`config.mk`:
```
export PLATFORM = sky130hd
export DESIGN_NAME = rate_generator
export DESIGN_NICKNAME = d
export VERILOG_FILES = /design/src/rate_pkg.sv /design/src/rate_link.sv /design/src/rate_prescaler.sv /design/src/rate_timer.sv /design/src/rate_generator.sv
export VERILOG_INCLUDE_DIRS = /design/src
export SDC_FILE = /design/constraint.sdc
export NUM_CORES = 1
export LEC_CHECK = 0
export ABC_AREA = 1
export BUFFER_PORTS_ARGS = -buffer_cell sky130_fd_sc_hd__buf_2
export CORE_AREA = 2 2 89 91
export DETAILED_ROUTE_END_ITERATION = 7
export DIE_AREA = 0 0 91 93
export GPL_TIMING_DRIVEN = 0
export PLACE_DENSITY_LB_ADDON = 0.25
export SYNTH_ARGS = -nofsm -noshare
export SYNTH_HDL_FRONTEND = slang
export SYNTH_HIERARCHICAL = 1
export SYNTH_SLANG_ARGS = --single-unit
```
`constraint.sdc`:
```
create_clock -name core_clk_in -period 2.2 [get_ports core_clk_in]
set_input_delay 0.55 -clock core_clk_in [delete_from_list [all_inputs] [get_ports core_clk_in]]
set_output_delay 0.55 -clock core_clk_in [all_outputs]
set_load 0.01 [all_outputs]
```
`src/rate_params.svh`:
```
// constants of the bit-rate generator: register offsets, field positions,
// write masks, reset values and prescale terminal counts.
// assumes it is included by bare name wherever a constant is needed.
`ifndef RATE_PARAMS_SVH
`define RATE_PARAMS_SVH

// ----------------------------------------------------------------------------
// register offsets on the 3-bit register port
// ----------------------------------------------------------------------------
`define REG_CTRL_FIRST 3'h0
`define REG_CTRL_SECOND 3'h1
`define REG_RX_CTRL 3'h2
`define REG_DIV_LOW 3'h3
`define REG_DIV_HIGH 3'h4
`define REG_TX_CTRL 3'h5

// ----------------------------------------------------------------------------
// field positions
// ----------------------------------------------------------------------------
`define CTRL_IDLE_BIT 6
`define CTRL_WIDE_BIT 3
`define TX_SYNC_BIT 4
`define TX_HS_BIT 2
`define TX_EMPTY_BIT 1

// ----------------------------------------------------------------------------
// write masks and reset values
// ----------------------------------------------------------------------------
`define CTRL_WR_MASK 8'h1b
`define RX_WR_MASK 8'hf8
`define TX_WR_MASK 8'hfd
`define CTRL_RESET 8'h00
`define RX_RESET 8'h00
`define TX_RESET 8'h00
`define DIV_RESET 8'h00

// ----------------------------------------------------------------------------
// prescale terminal counts (multiplier minus one) and multiplier values
// ----------------------------------------------------------------------------
`define PRE_TERM_4 6'h03
`define PRE_TERM_16 6'h0f
`define PRE_TERM_64 6'h3f
`define MULT_VAL_4 23'h000004
`define MULT_VAL_16 23'h000010
`define MULT_VAL_64 23'h000040

`endif

```
`src/rate_pkg.sv`:
```
// types shared by the bit-rate generator modules.
// assumes nothing beyond a SystemVerilog compiler.
`default_nettype none

package rate_pkg;
  typedef enum logic [1:0] {MULT_4, MULT_16, MULT_64} mult_e;
  typedef logic [15:0] divisor_t;
  typedef logic [7:0] byte_t;
endpackage : rate_pkg

`default_nettype wire

```
`src/rate_link.sv`:
```
// carrier between the top of the bit-rate generator and its two counters.
// assumes rate_pkg is compiled first.
`default_nettype none

interface rate_link;
  import rate_pkg::*;
  logic clear;
  mult_e mult;
  logic prescale_tick;
  logic [5:0] prescale_count;
  divisor_t divisor;
  logic wide;
  divisor_t timer_count;
  logic bit_tick;

  modport prescaler_side (input clear, input mult, output prescale_tick, output prescale_count);
  modport timer_side (input clear, input prescale_tick, input divisor, input wide,
                      output timer_count, output bit_tick);
  modport top_side (output clear, output mult, output divisor, output wide,
                    input prescale_tick, input prescale_count, input timer_count, input bit_tick);
endinterface : rate_link

`default_nettype wire

```
`src/rate_prescaler.sv`:
```
// prescaler of the bit-rate generator: one enable pulse every 4, 16 or 64
// core clocks, as the selected multiplier asks.
// assumes clear and mult come from logic on the same clock.
`default_nettype none
`include "rate_params.svh"

module rate_prescaler (
  input wire logic core_clk_in, // core clock
  input wire logic reset_n_in, // asynchronous reset, active low
  rate_link.prescaler_side link_port // controls in, enable pulse out
);
  import rate_pkg::*;

  logic [5:0] count;
  logic [5:0] term;
  logic at_term;

  assign term = (link_port.mult == MULT_4) ? `PRE_TERM_4 :
                (link_port.mult == MULT_16) ? `PRE_TERM_16 : `PRE_TERM_64;
  // >= so that a change to a smaller multiplier never strands the count
  assign at_term = (count >= term);
  assign link_port.prescale_tick = at_term & ~link_port.clear;
  assign link_port.prescale_count = count;

  always_ff @(posedge core_clk_in or negedge reset_n_in) begin
    if (!reset_n_in) begin
      count <= 6'h00;
    end else if (link_port.clear || at_term) begin
      count <= 6'h00;
    end else begin
      count <= count + 6'h01;
    end
  end
endmodule : rate_prescaler

`default_nettype wire

```
`src/rate_timer.sv`:
```
// divisor timer of the bit-rate generator: counts prescale pulses from 0 to n
// and gives one bit-rate pulse per period.
// assumes its inputs come from logic on the same clock.
`default_nettype none
`include "rate_params.svh"

module rate_timer (
  input wire logic core_clk_in, // core clock
  input wire logic reset_n_in, // asynchronous reset, active low
  rate_link.timer_side link_port // divisor in, count and pulse out
);
  import rate_pkg::*;

  divisor_t count;
  divisor_t period;
  logic tick;
  logic at_period;

  assign period = link_port.wide ? link_port.divisor : {8'h00, link_port.divisor[7:0]};
  assign at_period = (count >= period);
  assign link_port.timer_count = count;
  assign link_port.bit_tick = tick;

  always_ff @(posedge core_clk_in or negedge reset_n_in) begin
    if (!reset_n_in) begin
      count <= 16'h0000;
      tick <= 1'b0;
    end else begin
      tick <= link_port.prescale_tick & at_period & ~link_port.clear;
      if (link_port.clear) begin
        count <= 16'h0000;
      end else if (link_port.prescale_tick) begin
        count <= at_period ? 16'h0000 : count + 16'h0001;
      end
    end
  end
endmodule : rate_timer

`default_nettype wire

```
`src/rate_generator.sv`:
```
// top of the bit-rate generator of the serial port: register file, mode
// decode, the two counters and the checks that guard them.
// assumes a same-clock register master and a same-clock receiver that
// reports when it is busy; transmitter and receiver sit outside.
//
// Function
// - timer starts 8-bit after reset, 16-bit once wide select is set
// - period is n from divisor high over low byte when 16-bit, low byte alone when 8-bit, repeating freely
// - async multiplier chosen by high-speed and wide select together
// - sync mode ignores high-speed, divides by 4 times (n+1) any width
// - async 8-bit, high-speed clear divides by 64 times (n+1)
// - async 16-bit, high-speed clear divides by 16 times (n+1)
// - any divisor byte write clears the timer, new rate at once
// - one shared generator times both async and sync operation
// - idle flag reads one when receiver idle, zero while receiving in async mode; always one in sync mode
//
// Local design decisions: strobed register access and the placing of the registers.
`default_nettype none
`include "rate_params.svh"

module rate_generator (
  input wire logic core_clk_in, // 20 MHz core clock
  input wire logic reset_n_in, // asynchronous reset, active low
  input wire logic [2:0] reg_addr_in, // register offset
  input wire rate_pkg::byte_t reg_wdata_in, // write data
  input wire logic reg_write_in, // write strobe, one cycle
  input wire logic reg_read_in, // read strobe, one cycle
  output var rate_pkg::byte_t reg_rdata_out, // read data, cycle after strobe
  input wire logic receive_active_in, // receiver busy with a character
  input wire logic tx_shift_empty_in, // transmit shifter empty
  output logic bit_tick_out, // one pulse per bit period
  output logic sync_mode_out, // synchronous mode selected
  output rate_pkg::divisor_t timer_count_out // live timer count
);
  import rate_pkg::*;

  // --------------------------------------------------------------------------
  // register storage
  // --------------------------------------------------------------------------
  byte_t ctrl_first;
  byte_t ctrl_second;
  byte_t rx_ctrl;
  byte_t div_low;
  byte_t div_high;
  byte_t tx_ctrl;
  byte_t read_mux;

  rate_link link ();

  // --------------------------------------------------------------------------
  // address decode
  // --------------------------------------------------------------------------
  wire wr_ctrl_first = reg_write_in && (reg_addr_in == `REG_CTRL_FIRST);
  wire wr_ctrl_second = reg_write_in && (reg_addr_in == `REG_CTRL_SECOND);
  wire wr_rx_ctrl = reg_write_in && (reg_addr_in == `REG_RX_CTRL);
  wire wr_div_low = reg_write_in && (reg_addr_in == `REG_DIV_LOW);
  wire wr_div_high = reg_write_in && (reg_addr_in == `REG_DIV_HIGH);
  wire wr_tx_ctrl = reg_write_in && (reg_addr_in == `REG_TX_CTRL);
  wire div_write = wr_div_low || wr_div_high;

  // --------------------------------------------------------------------------
  // mode decode
  // --------------------------------------------------------------------------
  wire wide_sel = ctrl_first[`CTRL_WIDE_BIT];
  wire high_speed_sel = tx_ctrl[`TX_HS_BIT];
  wire sync_sel = tx_ctrl[`TX_SYNC_BIT];
  // high-speed only matters when async, so sync wins first
  wire pick_4 = sync_sel || (wide_sel && high_speed_sel);
  wire pick_64 = !sync_sel && !wide_sel && !high_speed_sel;
  wire mult_e mult_sel = pick_4 ? MULT_4 : (pick_64 ? MULT_64 : MULT_16);
  // the idle flag has no meaning in sync mode and reads as idle there
  wire idle_flag = sync_sel || !receive_active_in;
  wire divisor_t eff_period = wide_sel ? {div_high, div_low} : {8'h00, div_low};

  assign link.clear = div_write;
  assign link.mult = mult_sel;
  assign link.divisor = {div_high, div_low};
  assign link.wide = wide_sel;

  // --------------------------------------------------------------------------
  // register writes
  // --------------------------------------------------------------------------
  always_ff @(posedge core_clk_in or negedge reset_n_in) begin
    if (!reset_n_in) begin
      ctrl_first <= `CTRL_RESET;
      ctrl_second <= `CTRL_RESET;
      rx_ctrl <= `RX_RESET;
      tx_ctrl <= `TX_RESET;
    end else begin
      if (wr_ctrl_first) begin
        ctrl_first <= reg_wdata_in & `CTRL_WR_MASK;
      end
      if (wr_ctrl_second) begin
        ctrl_second <= reg_wdata_in & `CTRL_WR_MASK;
      end
      if (wr_rx_ctrl) begin
        rx_ctrl <= reg_wdata_in & `RX_WR_MASK;
      end
      if (wr_tx_ctrl) begin
        tx_ctrl <= reg_wdata_in & `TX_WR_MASK;
      end
    end
  end

  always_ff @(posedge core_clk_in or negedge reset_n_in) begin
    if (!reset_n_in) begin
      div_low <= `DIV_RESET;
      div_high <= `DIV_RESET;
    end else begin
      if (wr_div_low) begin
        div_low <= reg_wdata_in;
      end
      if (wr_div_high) begin
        div_high <= reg_wdata_in;
      end
    end
  end

  // --------------------------------------------------------------------------
  // counters: one generator serves both modes, so a mode change never
  // restarts it; only a divisor write does
  // --------------------------------------------------------------------------
  rate_prescaler u_prescaler (
    .core_clk_in(core_clk_in),
    .reset_n_in(reset_n_in),
    .link_port(link.prescaler_side)
  );

  rate_timer u_timer (
    .core_clk_in(core_clk_in),
    .reset_n_in(reset_n_in),
    .link_port(link.timer_side)
  );

  assign bit_tick_out = link.bit_tick;
  assign sync_mode_out = sync_sel;
  assign timer_count_out = link.timer_count;

  // --------------------------------------------------------------------------
  // read back
  // --------------------------------------------------------------------------
  wire byte_t ctrl_first_rd = ctrl_first | {1'b0, idle_flag, 6'h00};
  wire byte_t tx_ctrl_rd = tx_ctrl | {6'h00, tx_shift_empty_in, 1'b0};

  always_comb begin
    unique case (reg_addr_in)
      `REG_CTRL_FIRST: read_mux = ctrl_first_rd;
      `REG_CTRL_SECOND: read_mux = ctrl_second;
      `REG_RX_CTRL: read_mux = rx_ctrl;
      `REG_DIV_LOW: read_mux = div_low;
      `REG_DIV_HIGH: read_mux = div_high;
      `REG_TX_CTRL: read_mux = tx_ctrl_rd;
      default: read_mux = 8'h00;
    endcase
  end

  // data stand only in the cycle after the strobe, zero otherwise
  always_ff @(posedge core_clk_in or negedge reset_n_in) begin
    if (!reset_n_in) begin
      reg_rdata_out <= 8'h00;
    end else begin
      reg_rdata_out <= reg_read_in ? read_mux : 8'h00;
    end
  end

  // --------------------------------------------------------------------------
  // checking helpers
  // --------------------------------------------------------------------------
  logic [22:0] gap_count;
  logic cfg_dirty;
  wire cfg_write = wr_ctrl_first || wr_tx_ctrl || div_write;
  wire [22:0] mult_value = pick_4 ? `MULT_VAL_4 : (pick_64 ? `MULT_VAL_64 : `MULT_VAL_16);
  wire [22:0] expected_gap = mult_value * ({7'h00, eff_period} + 23'h000001);

  // gap since the previous pulse; dirty marks a period disturbed by a write
  always_ff @(posedge core_clk_in or negedge reset_n_in) begin
    if (!reset_n_in) begin
      gap_count <= 23'h000001;
      cfg_dirty <= 1'b1;
    end else begin
      gap_count <= link.bit_tick ? 23'h000001 : gap_count + 23'h000001;
      if (cfg_write) begin
        cfg_dirty <= 1'b1;
      end else if (link.bit_tick) begin
        cfg_dirty <= 1'b0;
      end
    end
  end
endmodule : rate_generator

`default_nettype wire

```
==> results of run 1 <==
[routing by layer]
| metal | vias up | global-route usage, % |
|---|---|---|
| met5 | - | 0 |
| met4 | 0 | 7.95 |
| met3 | 18 | 5.48 |
| met2 | 117 | 38.8 |
| met1 | 1648 | 33.1 |
| li1 | 1766 | - |
[synthesized netlist by cell type (all sizes together)]
master    n  area share (%)
buf      10             2.3
inv      50             4.9
o21ai    41             5.3
a21oi    10             1.6
a21boi    1            0.19
nor3      7             1.7
nand2   163              16
xor2      4            0.90
nand4    27             4.3
nor4      1            0.32
clkbuf    3            0.55
dfrtp    67              43
xnor2     5             1.1
o21a      1            0.19
nand3    28             3.8
o21bai    3            0.67
ha       20             6.4
nor2     59             6.4
[power by group through the flow]
stage                     registers (mW)  logic (mW)  clock network (mW)
after detailed placement            1.65       0.952                   0
after floorplan                     1.61       0.688                   0
final                               1.63        1.23                1.06
after CTS                           1.62        1.05                1.08
after global placement              1.64       0.918                   0
after global routing                1.66        1.38                1.14
[logic make-up (layout without fill, tap and decap cells)]
| family | count (synthesis) | count (layout) | share of synthesized area, % |
|---|---|---|---|
| AO/OA/AOI/OAI | 56 | 56 | 7.89 |
| flip-flops | 67 | 67 | 43.0 |
| buffers and inverters | 63 | 133 | 7.79 |
| XOR/XNOR | 9 | 9 | 2.02 |
| AND/OR/NAND/NOR | 285 | 285 | 32.9 |
| adder cells (fa/ha/maj) | 20 | 20 | 6.41 |
[layout by cell type (no fill, tap or decap), types with 2 or more instances in the layout]
master,Yosys,final
inv_2,2,5
inv_4,2,2
nor3_1,3,2
clkinv_4,0,2
clkinvlp_4,0,2
nor3_2,2,2
a21oi_1,9,8
nand3_1,26,25
nor2_2,8,6
o21ai_0,25,23
clkbuf_8,1,10
buf_4,1,15
ha_4,0,2
nand2_2,7,8
a21oi_4,1,2
o21ai_1,16,18
inv_1,46,43
nor2_4,1,4
xor2_1,4,4
nand3_2,2,3
nor3_4,2,3
buf_6,6,6
dfrtp_1,67,66
nand2_4,1,2
nor2_1,50,49
xnor2_1,5,5
o21bai_1,2,2
nand2_1,155,153
buf_2,3,43
nand4_1,27,27
ha_1,20,18
[flip-flops by register name (all words and copies together), names as in the netlist]
signal and count:
ctrl_first 4, ctrl_second 4, div_high 8, div_low 8, reg_rdata_out 8, rx_ctrl 5, tx_ctrl 7, u_prescaler/link_port.prescale_count 6
u_timer/link_port.bit_tick 1, u_timer/link_port.timer_count 16
[timing repair]
item / in CTS / in global routing
gates cloned: 0 / 1
endpoints found under the setup margin: 16 / 17
pin swaps: 8 / 17
buffers inserted: 6 / 8
endpoints found under the hold margin: 0 / 0
gates resized for setup: 10 / 14
[layout make-up]
type	instances	area [um^2]	share of cell area (%)
clock buffers	11	141	3.03
clock inverters	5	62.6	1.34
flip-flops and latches	67	1680	36.0
multi-input cells	370	2010	43.0
inverters	50	193	4.13
plain buffers	12	110	2.36
well taps	102	128	2.74
repair buffers	55	345	7.41
[final timing paths]
check	from	to	slack, ns
setup / recovery	tx_ctrl[4]	u_timer/link_port.timer_count[4]	-0.005
hold / removal	reset_n_in	u_prescaler/link_port.prescale_count[3]	0.29
setup reg to reg	tx_ctrl[4]	u_timer/link_port.timer_count[4]	-0.005
hold reg to reg	u_prescaler/link_port.prescale_count[0]	u_prescaler/link_port.prescale_count[0]	0.49
max in group asynchronous	reset_n_in	tx_ctrl[4]	1.30
min in group core_clk_in	reg_read_in	reg_rdata_out[2]	0.41
[worst reg2reg max path, cell delays in order, from the launching register on]
cell       delay, ns
dfrtp_2         0.46
nor3_4          0.22
inv_2           0.09
ha_4            0.29
nand2_4         0.06
nor2_4          0.08
nand3_2         0.11
a21oi_4         0.20
nor2_4          0.06
nor2_4          0.15
buf_12          0.13
clkbuf_16       0.13
nand4_1         0.09
nand2_1         0.08
[metrics by stage]
| stage | setup WS [ns] | power [mW] | hold WS [ns] | utilization (%) |
|---|---|---|---|---|
| after floorplan | 0.00248 | 2.30 | 0.254 | - |
| after global placement | -0.324 | 2.56 | 0.467 | 56.3 |
| after detailed placement | -0.349 | 2.60 | 0.480 | 56.4 |
| after CTS | -0.0490 | 3.75 | 0.331 | 60.1 |
| after global routing | -0.131 | 4.17 | 0.356 | 62.0 |
| final | -0.00491 | 3.92 | 0.288 | 62.0 |
==> results.md, run 1 <==
* Setup WS post-layout at -0.00491 ns
* DP Area at 0.00424 mm^2
* Layout cells sized above 1 at 21.9%
* Relative slew slack at 43.9%
* PwrDens at 840 mW/mm^2
* Synth Instances at 500
* CP endpoint kind: flop
* Total core area at 0.00753 mm^2
* CP arrival at 2.49 ns
* Endpoints failing hold at 0
* Critical Path RT at 2.49 ns
* M1 wire length at 4.41 mm
* Vias in the first global route at 3392
* Critical path peak fanout at 5
* Routed WL at 9.86 mm
* Antenna violations before repair at 0
* TritonCTS clock tree: done
* # nets final at 602
* Combinational share of power at 31.3%
* IO buf count at 40
* CP delay by family, top: simple AND/OR/NAND/NOR gates
* Final Setup Violations at 1
* Grt ovf at 0
* Clock tree buffer depth at 2
* Unique masters post-synth at 33
* CTS buffer count at 9
* Crit path top cell by count: nor2_4
* CTS Sinks at 67
* CP Launch Type: flop
* Crit path depth at 13
* DRT iter0 DRCs at 230
* Sw frac at 35.6%
* Peak supply drop at 0.405 mV
* Slew Limit Fails at 0
* Cell area after synthesis at 0.00390 mm^2
* Fin crit period at 2.20 ns
* Met3 wire length at 683 um
* Largest stage delay on the critical path at 0.46 ns
* Fill count at 691
* ANT nets after route at 0
* Status: complete, but fails checks
* Max_cap viols at 0
* Worst-Skew Late Latency at 0.35 ns
* Die Span X at 91 um
* Non-Filler Instances at 672
* Largest net degree at the start of global routing at 68
* Syn Nets at 537
* Psw at 1.40 mW
* Ports at 43
* Die area at 0.00846 mm^2
* Flop pwr share at 41.6%
* Cells on worst reg2reg path at 13
* GRT Total Usage at 24.3%
* Internal cell power at 2.52 mW
* Slowest-stage cell, CP: dfrtp_2
* DP Cell Count at 642
* Violated checks: setup timing
* Top routing layer used: met4
* Cell Chain, Critical Path: nor3_4, inv_2, ha_4, nand2_4, nor2_4, nand3_2, a21oi_4, nor2_4, nor2_4, buf_12, clkbuf_16, nand4_1, nand2_1
* Setup TNS at -0.00491 ns
* Post-DR wirelength/cell at 14.7 um
* First-pass GRT wire length at 16.4 mm
* Drt pass-1 iters at 5
* Rows at 32
* GPL Wtd Cong at 0.957
* RSZ-0062 raised after global routing: true
* Routed vias/inst at 5.28
* Initial Util at 51.8%
* Clock skew at 0.0119 ns
* Vias at 3549
* Leakage power at 2.42 nW
* Clock Pin Slew Worst Setup and Hold Paths at 0.08 ns
* Final instance area at 0.00466 mm^2
* Die Y-Extent at 93 um
* Area growth from synthesis to layout at 19.5%
* FMAX at 0.454 GHz
* #FFs+latches synth at 67
* Post-synthesis sequential area ratio at 43.0%
* Ant diodes at 0
* CP Class: reg2reg
* Worst Path Buf+Inv at 3
* Hpwl dp at 6.78 mm
* # DRC at 0
* Syn. warnings at 6
* Post-route clock period utilization at 100%
* Slew @ Worst Pin at 0.841 ns
* Hold-fix buffers, CTS at 0
* Worst hold path class: in2async
* Mapped Avg Cell Area at 7.80 um^2
* CTS HTree Levels at 3
* Clock power frac at 27.0%
* Root Buffer: clkbuf_8
* Met2 wire length at 4.61 mm
(Power assumes the default switching activity.)
==> run 2, diff against run 1 <==
--- a/config.mk
+++ b/config.mk
@@ -17,3 +17,4 @@
 export SYNTH_HDL_FRONTEND = slang
 export SYNTH_HIERARCHICAL = 1
 export SYNTH_SLANG_ARGS = --single-unit
+export TNS_END_PERCENT = 30
==> results.md, run 2 (synthesized netlist as in run 1, its figures left out) <==
* Setup TNS at -0.305 ns (-0.300 ns)
* FMAX at 0.446 GHz (-1.6%)
* Largest net degree at the start of global routing at 68 (unchanged)
* Post-DR wirelength/cell at 14.8 um (+1.1%)
* Hpwl dp at 6.94 mm (+2.5%)
* Critical Path RT at 2.48 ns (about the same)
* GPL Wtd Cong at 0.957 (about the same)
* Reg2Reg Launch Point: tx_ctrl[2]
* Slew @ Worst Pin at 0.826 ns (-0.0148 ns)
* Ports at 43 (unchanged)
* Critical path peak fanout at 5 (unchanged)
* First-pass GRT wire length at 16.7 mm (+2.0%)
* Fill count at 676 (-2.2%)
* Max reg flops at 16 (unchanged)
* Worst hold path class: in2async
* IO buf count at 40 (unchanged)
* Area of the multi-input gates at 0.00201 mm^2 (+0.37%)
* Vias in the first global route at 3404 (+0.35%)
* Initial Util at 51.8% (unchanged)
* Endpoints failing hold at 0 (unchanged)
* Ant diodes at 0 (unchanged)
* CP startpoint: tx_ctrl[2]
* CP Launch Type: flop
* Setup slack, reg-to-reg at -0.04 ns (-0.04 ns)
* Rows at 32 (unchanged)
* Routed vias/inst at 5.28 (about the same)
* Root Buffer: clkbuf_8
* CP Class: reg2reg
* Clock Pin Slew Worst Setup and Hold Paths at 0.08 ns (about the same)
* CTS Sinks at 67 (unchanged)
* Vias at 3530 (-0.54%)
* # DRC at 0 (unchanged)
* DP Cell Count at 642 (unchanged)
* Violated checks: setup timing
* CTS HTree Levels at 3 (unchanged)
* GRT Total Usage at 25.0% (+0.68 points)
* Final instance area at 0.00463 mm^2 (-0.70%)
* CTS buffer count at 9 (unchanged)
* Relative slew slack at 44.9% (+0.98 points)
* Final Setup Violations at 16 (+15)
* Die Y-Extent at 93 um (unchanged)
* PwrDens at 855 mW/mm^2 (+1.8%)
* Worst-Skew Late Latency at 0.35 ns (about the same)
* # nets final at 598 (-0.66%)
* Area growth from synthesis to layout at 18.7%
* FF+latch area at 0.00168 mm^2 (+0.15%)
* RSZ-0062 raised after global routing: true
* Worst flop-to-flop path endpoint: u_timer/link_port.timer_count[5]
* Antenna violations before repair at 0 (unchanged)
* CP endpoint kind: flop
* Layout cells sized above 1 at 21.9% (about the same)
* Fin crit period at 2.24 ns (+0.0351 ns)
* Status: complete, but fails checks
* CP arrival at 2.52 ns (+0.03 ns)
* DRT iter0 DRCs at 221 (-3.9%)
* Leading cell type in the layout, fill and taps excluded: nand2_1
* Max_cap viols at 0 (unchanged)
* Post-route clock period utilization at 102% (+1.6 points)
* Clock tree buffer depth at 2 (unchanged)
* Hold-fix buffers, CTS at 0 (unchanged)
* Non-Filler Instances at 668 (-0.60%)
* DP Area at 0.00424 mm^2 (about the same)
* Leakage power at 2.41 nW (-0.47%)
* ANT nets after route at 0 (unchanged)
* Drt pass-1 iters at 5 (unchanged)
* Routed WL at 9.91 mm (+0.48%)
* Slew Limit Fails at 0 (unchanged)
* Total core area at 0.00753 mm^2 (unchanged)
* Clock skew at 0.0128 ns (+0.000979 ns)
* Setup WS post-layout at -0.0400 ns (-0.0351 ns)
* Peak supply drop at 0.613 mV (+51%)
* Most frequent cells in the layout: nand2_1 (153), dfrtp_1 (64), nor2_1 (49)
* Die area at 0.00846 mm^2 (unchanged)
* Grt ovf at 0 (unchanged)
* Cells on worst reg2reg path at 13 (unchanged)
* Die Span X at 91 um (unchanged)
* TritonCTS clock tree: done
[run 2: stage by stage]
stage	util [%]	setup WS, ns	hold WS, ns	power, mW
6_report	61.5	-0.0400	0.289	3.96
4_1_cts	61.0	-0.0191	0.328	3.92
3_3_place_gp	56.3	-0.406	0.467	2.56
3_5_place_dp	56.4	-0.419	0.479	2.61
2_1_floorplan	-	-0.0166	0.254	2.30
5_1_grt	61.5	-0.178	0.379	4.21
[run 2: what timing repair did]
action                                  4_1_cts  5_1_grt
endpoints found under the setup margin       16       17
cloned                                        1        0
gates resized for setup                      17        9
setup buffers                                 7        2
pin swaps                                     9        8
[run 2: critical path, stage by stage, from the launching register on]
cell      delay, ns
dfrtp_2        0.42
buf_4          0.13
buf_4          0.12
nand2_1        0.06
nand2_1        0.06
nor2_1         0.05
o21ai_0        0.36
nand3_4        0.15
a21oi_4        0.21
nor2_4         0.06
nor2_4         0.17
a21boi_2       0.18
o21ai_1        0.07
o21ai_1        0.13
[run 2: layer usage]
metal / GRT usage, % / part of all wire [%]
met1: 33.7 / 46
met2: 40.8 / 48
met3: 3.95 / 4.6
met4: 9.72 / 1.4
met5: 0 / 0
[run 2: how the worst max path moves through the flow]
stage / cells after the start / endpoint / slack (ns)
floorplan: 10 / u_timer/link_port.timer_count[0] / -0.02
global placement: 10 / u_timer/link_port.timer_count[2] / -0.41
detailed placement: 10 / u_timer/link_port.timer_count[1] / -0.42
CTS: 12 / u_timer/link_port.timer_count[5] / -0.02
global route: 14 / u_timer/link_port.timer_count[5] / -0.18
finish: 13 / u_timer/link_port.timer_count[5] / -0.04
[run 2: cell type report]
| cell class | instances | share of cell area [%] |
|---|---|---|
| Inverter | 50 | 4.16 |
| Clock buffer | 10 | 2.97 |
| Timing Repair Buffer | 50 | 6.00 |
| Sequential cell | 67 | 36.3 |
| Tap cell | 102 | 2.76 |
| Buffer | 13 | 2.46 |
| Multi-Input combinational cell | 370 | 43.5 |
| Clock inverter | 6 | 1.89 |
[run 2: where the power goes]
part           switching, mW  leakage [nW]  internal [mW]
clock network          0.503         0.117          0.671
registers              0.201         0.870           1.43
logic                  0.689          1.42          0.460
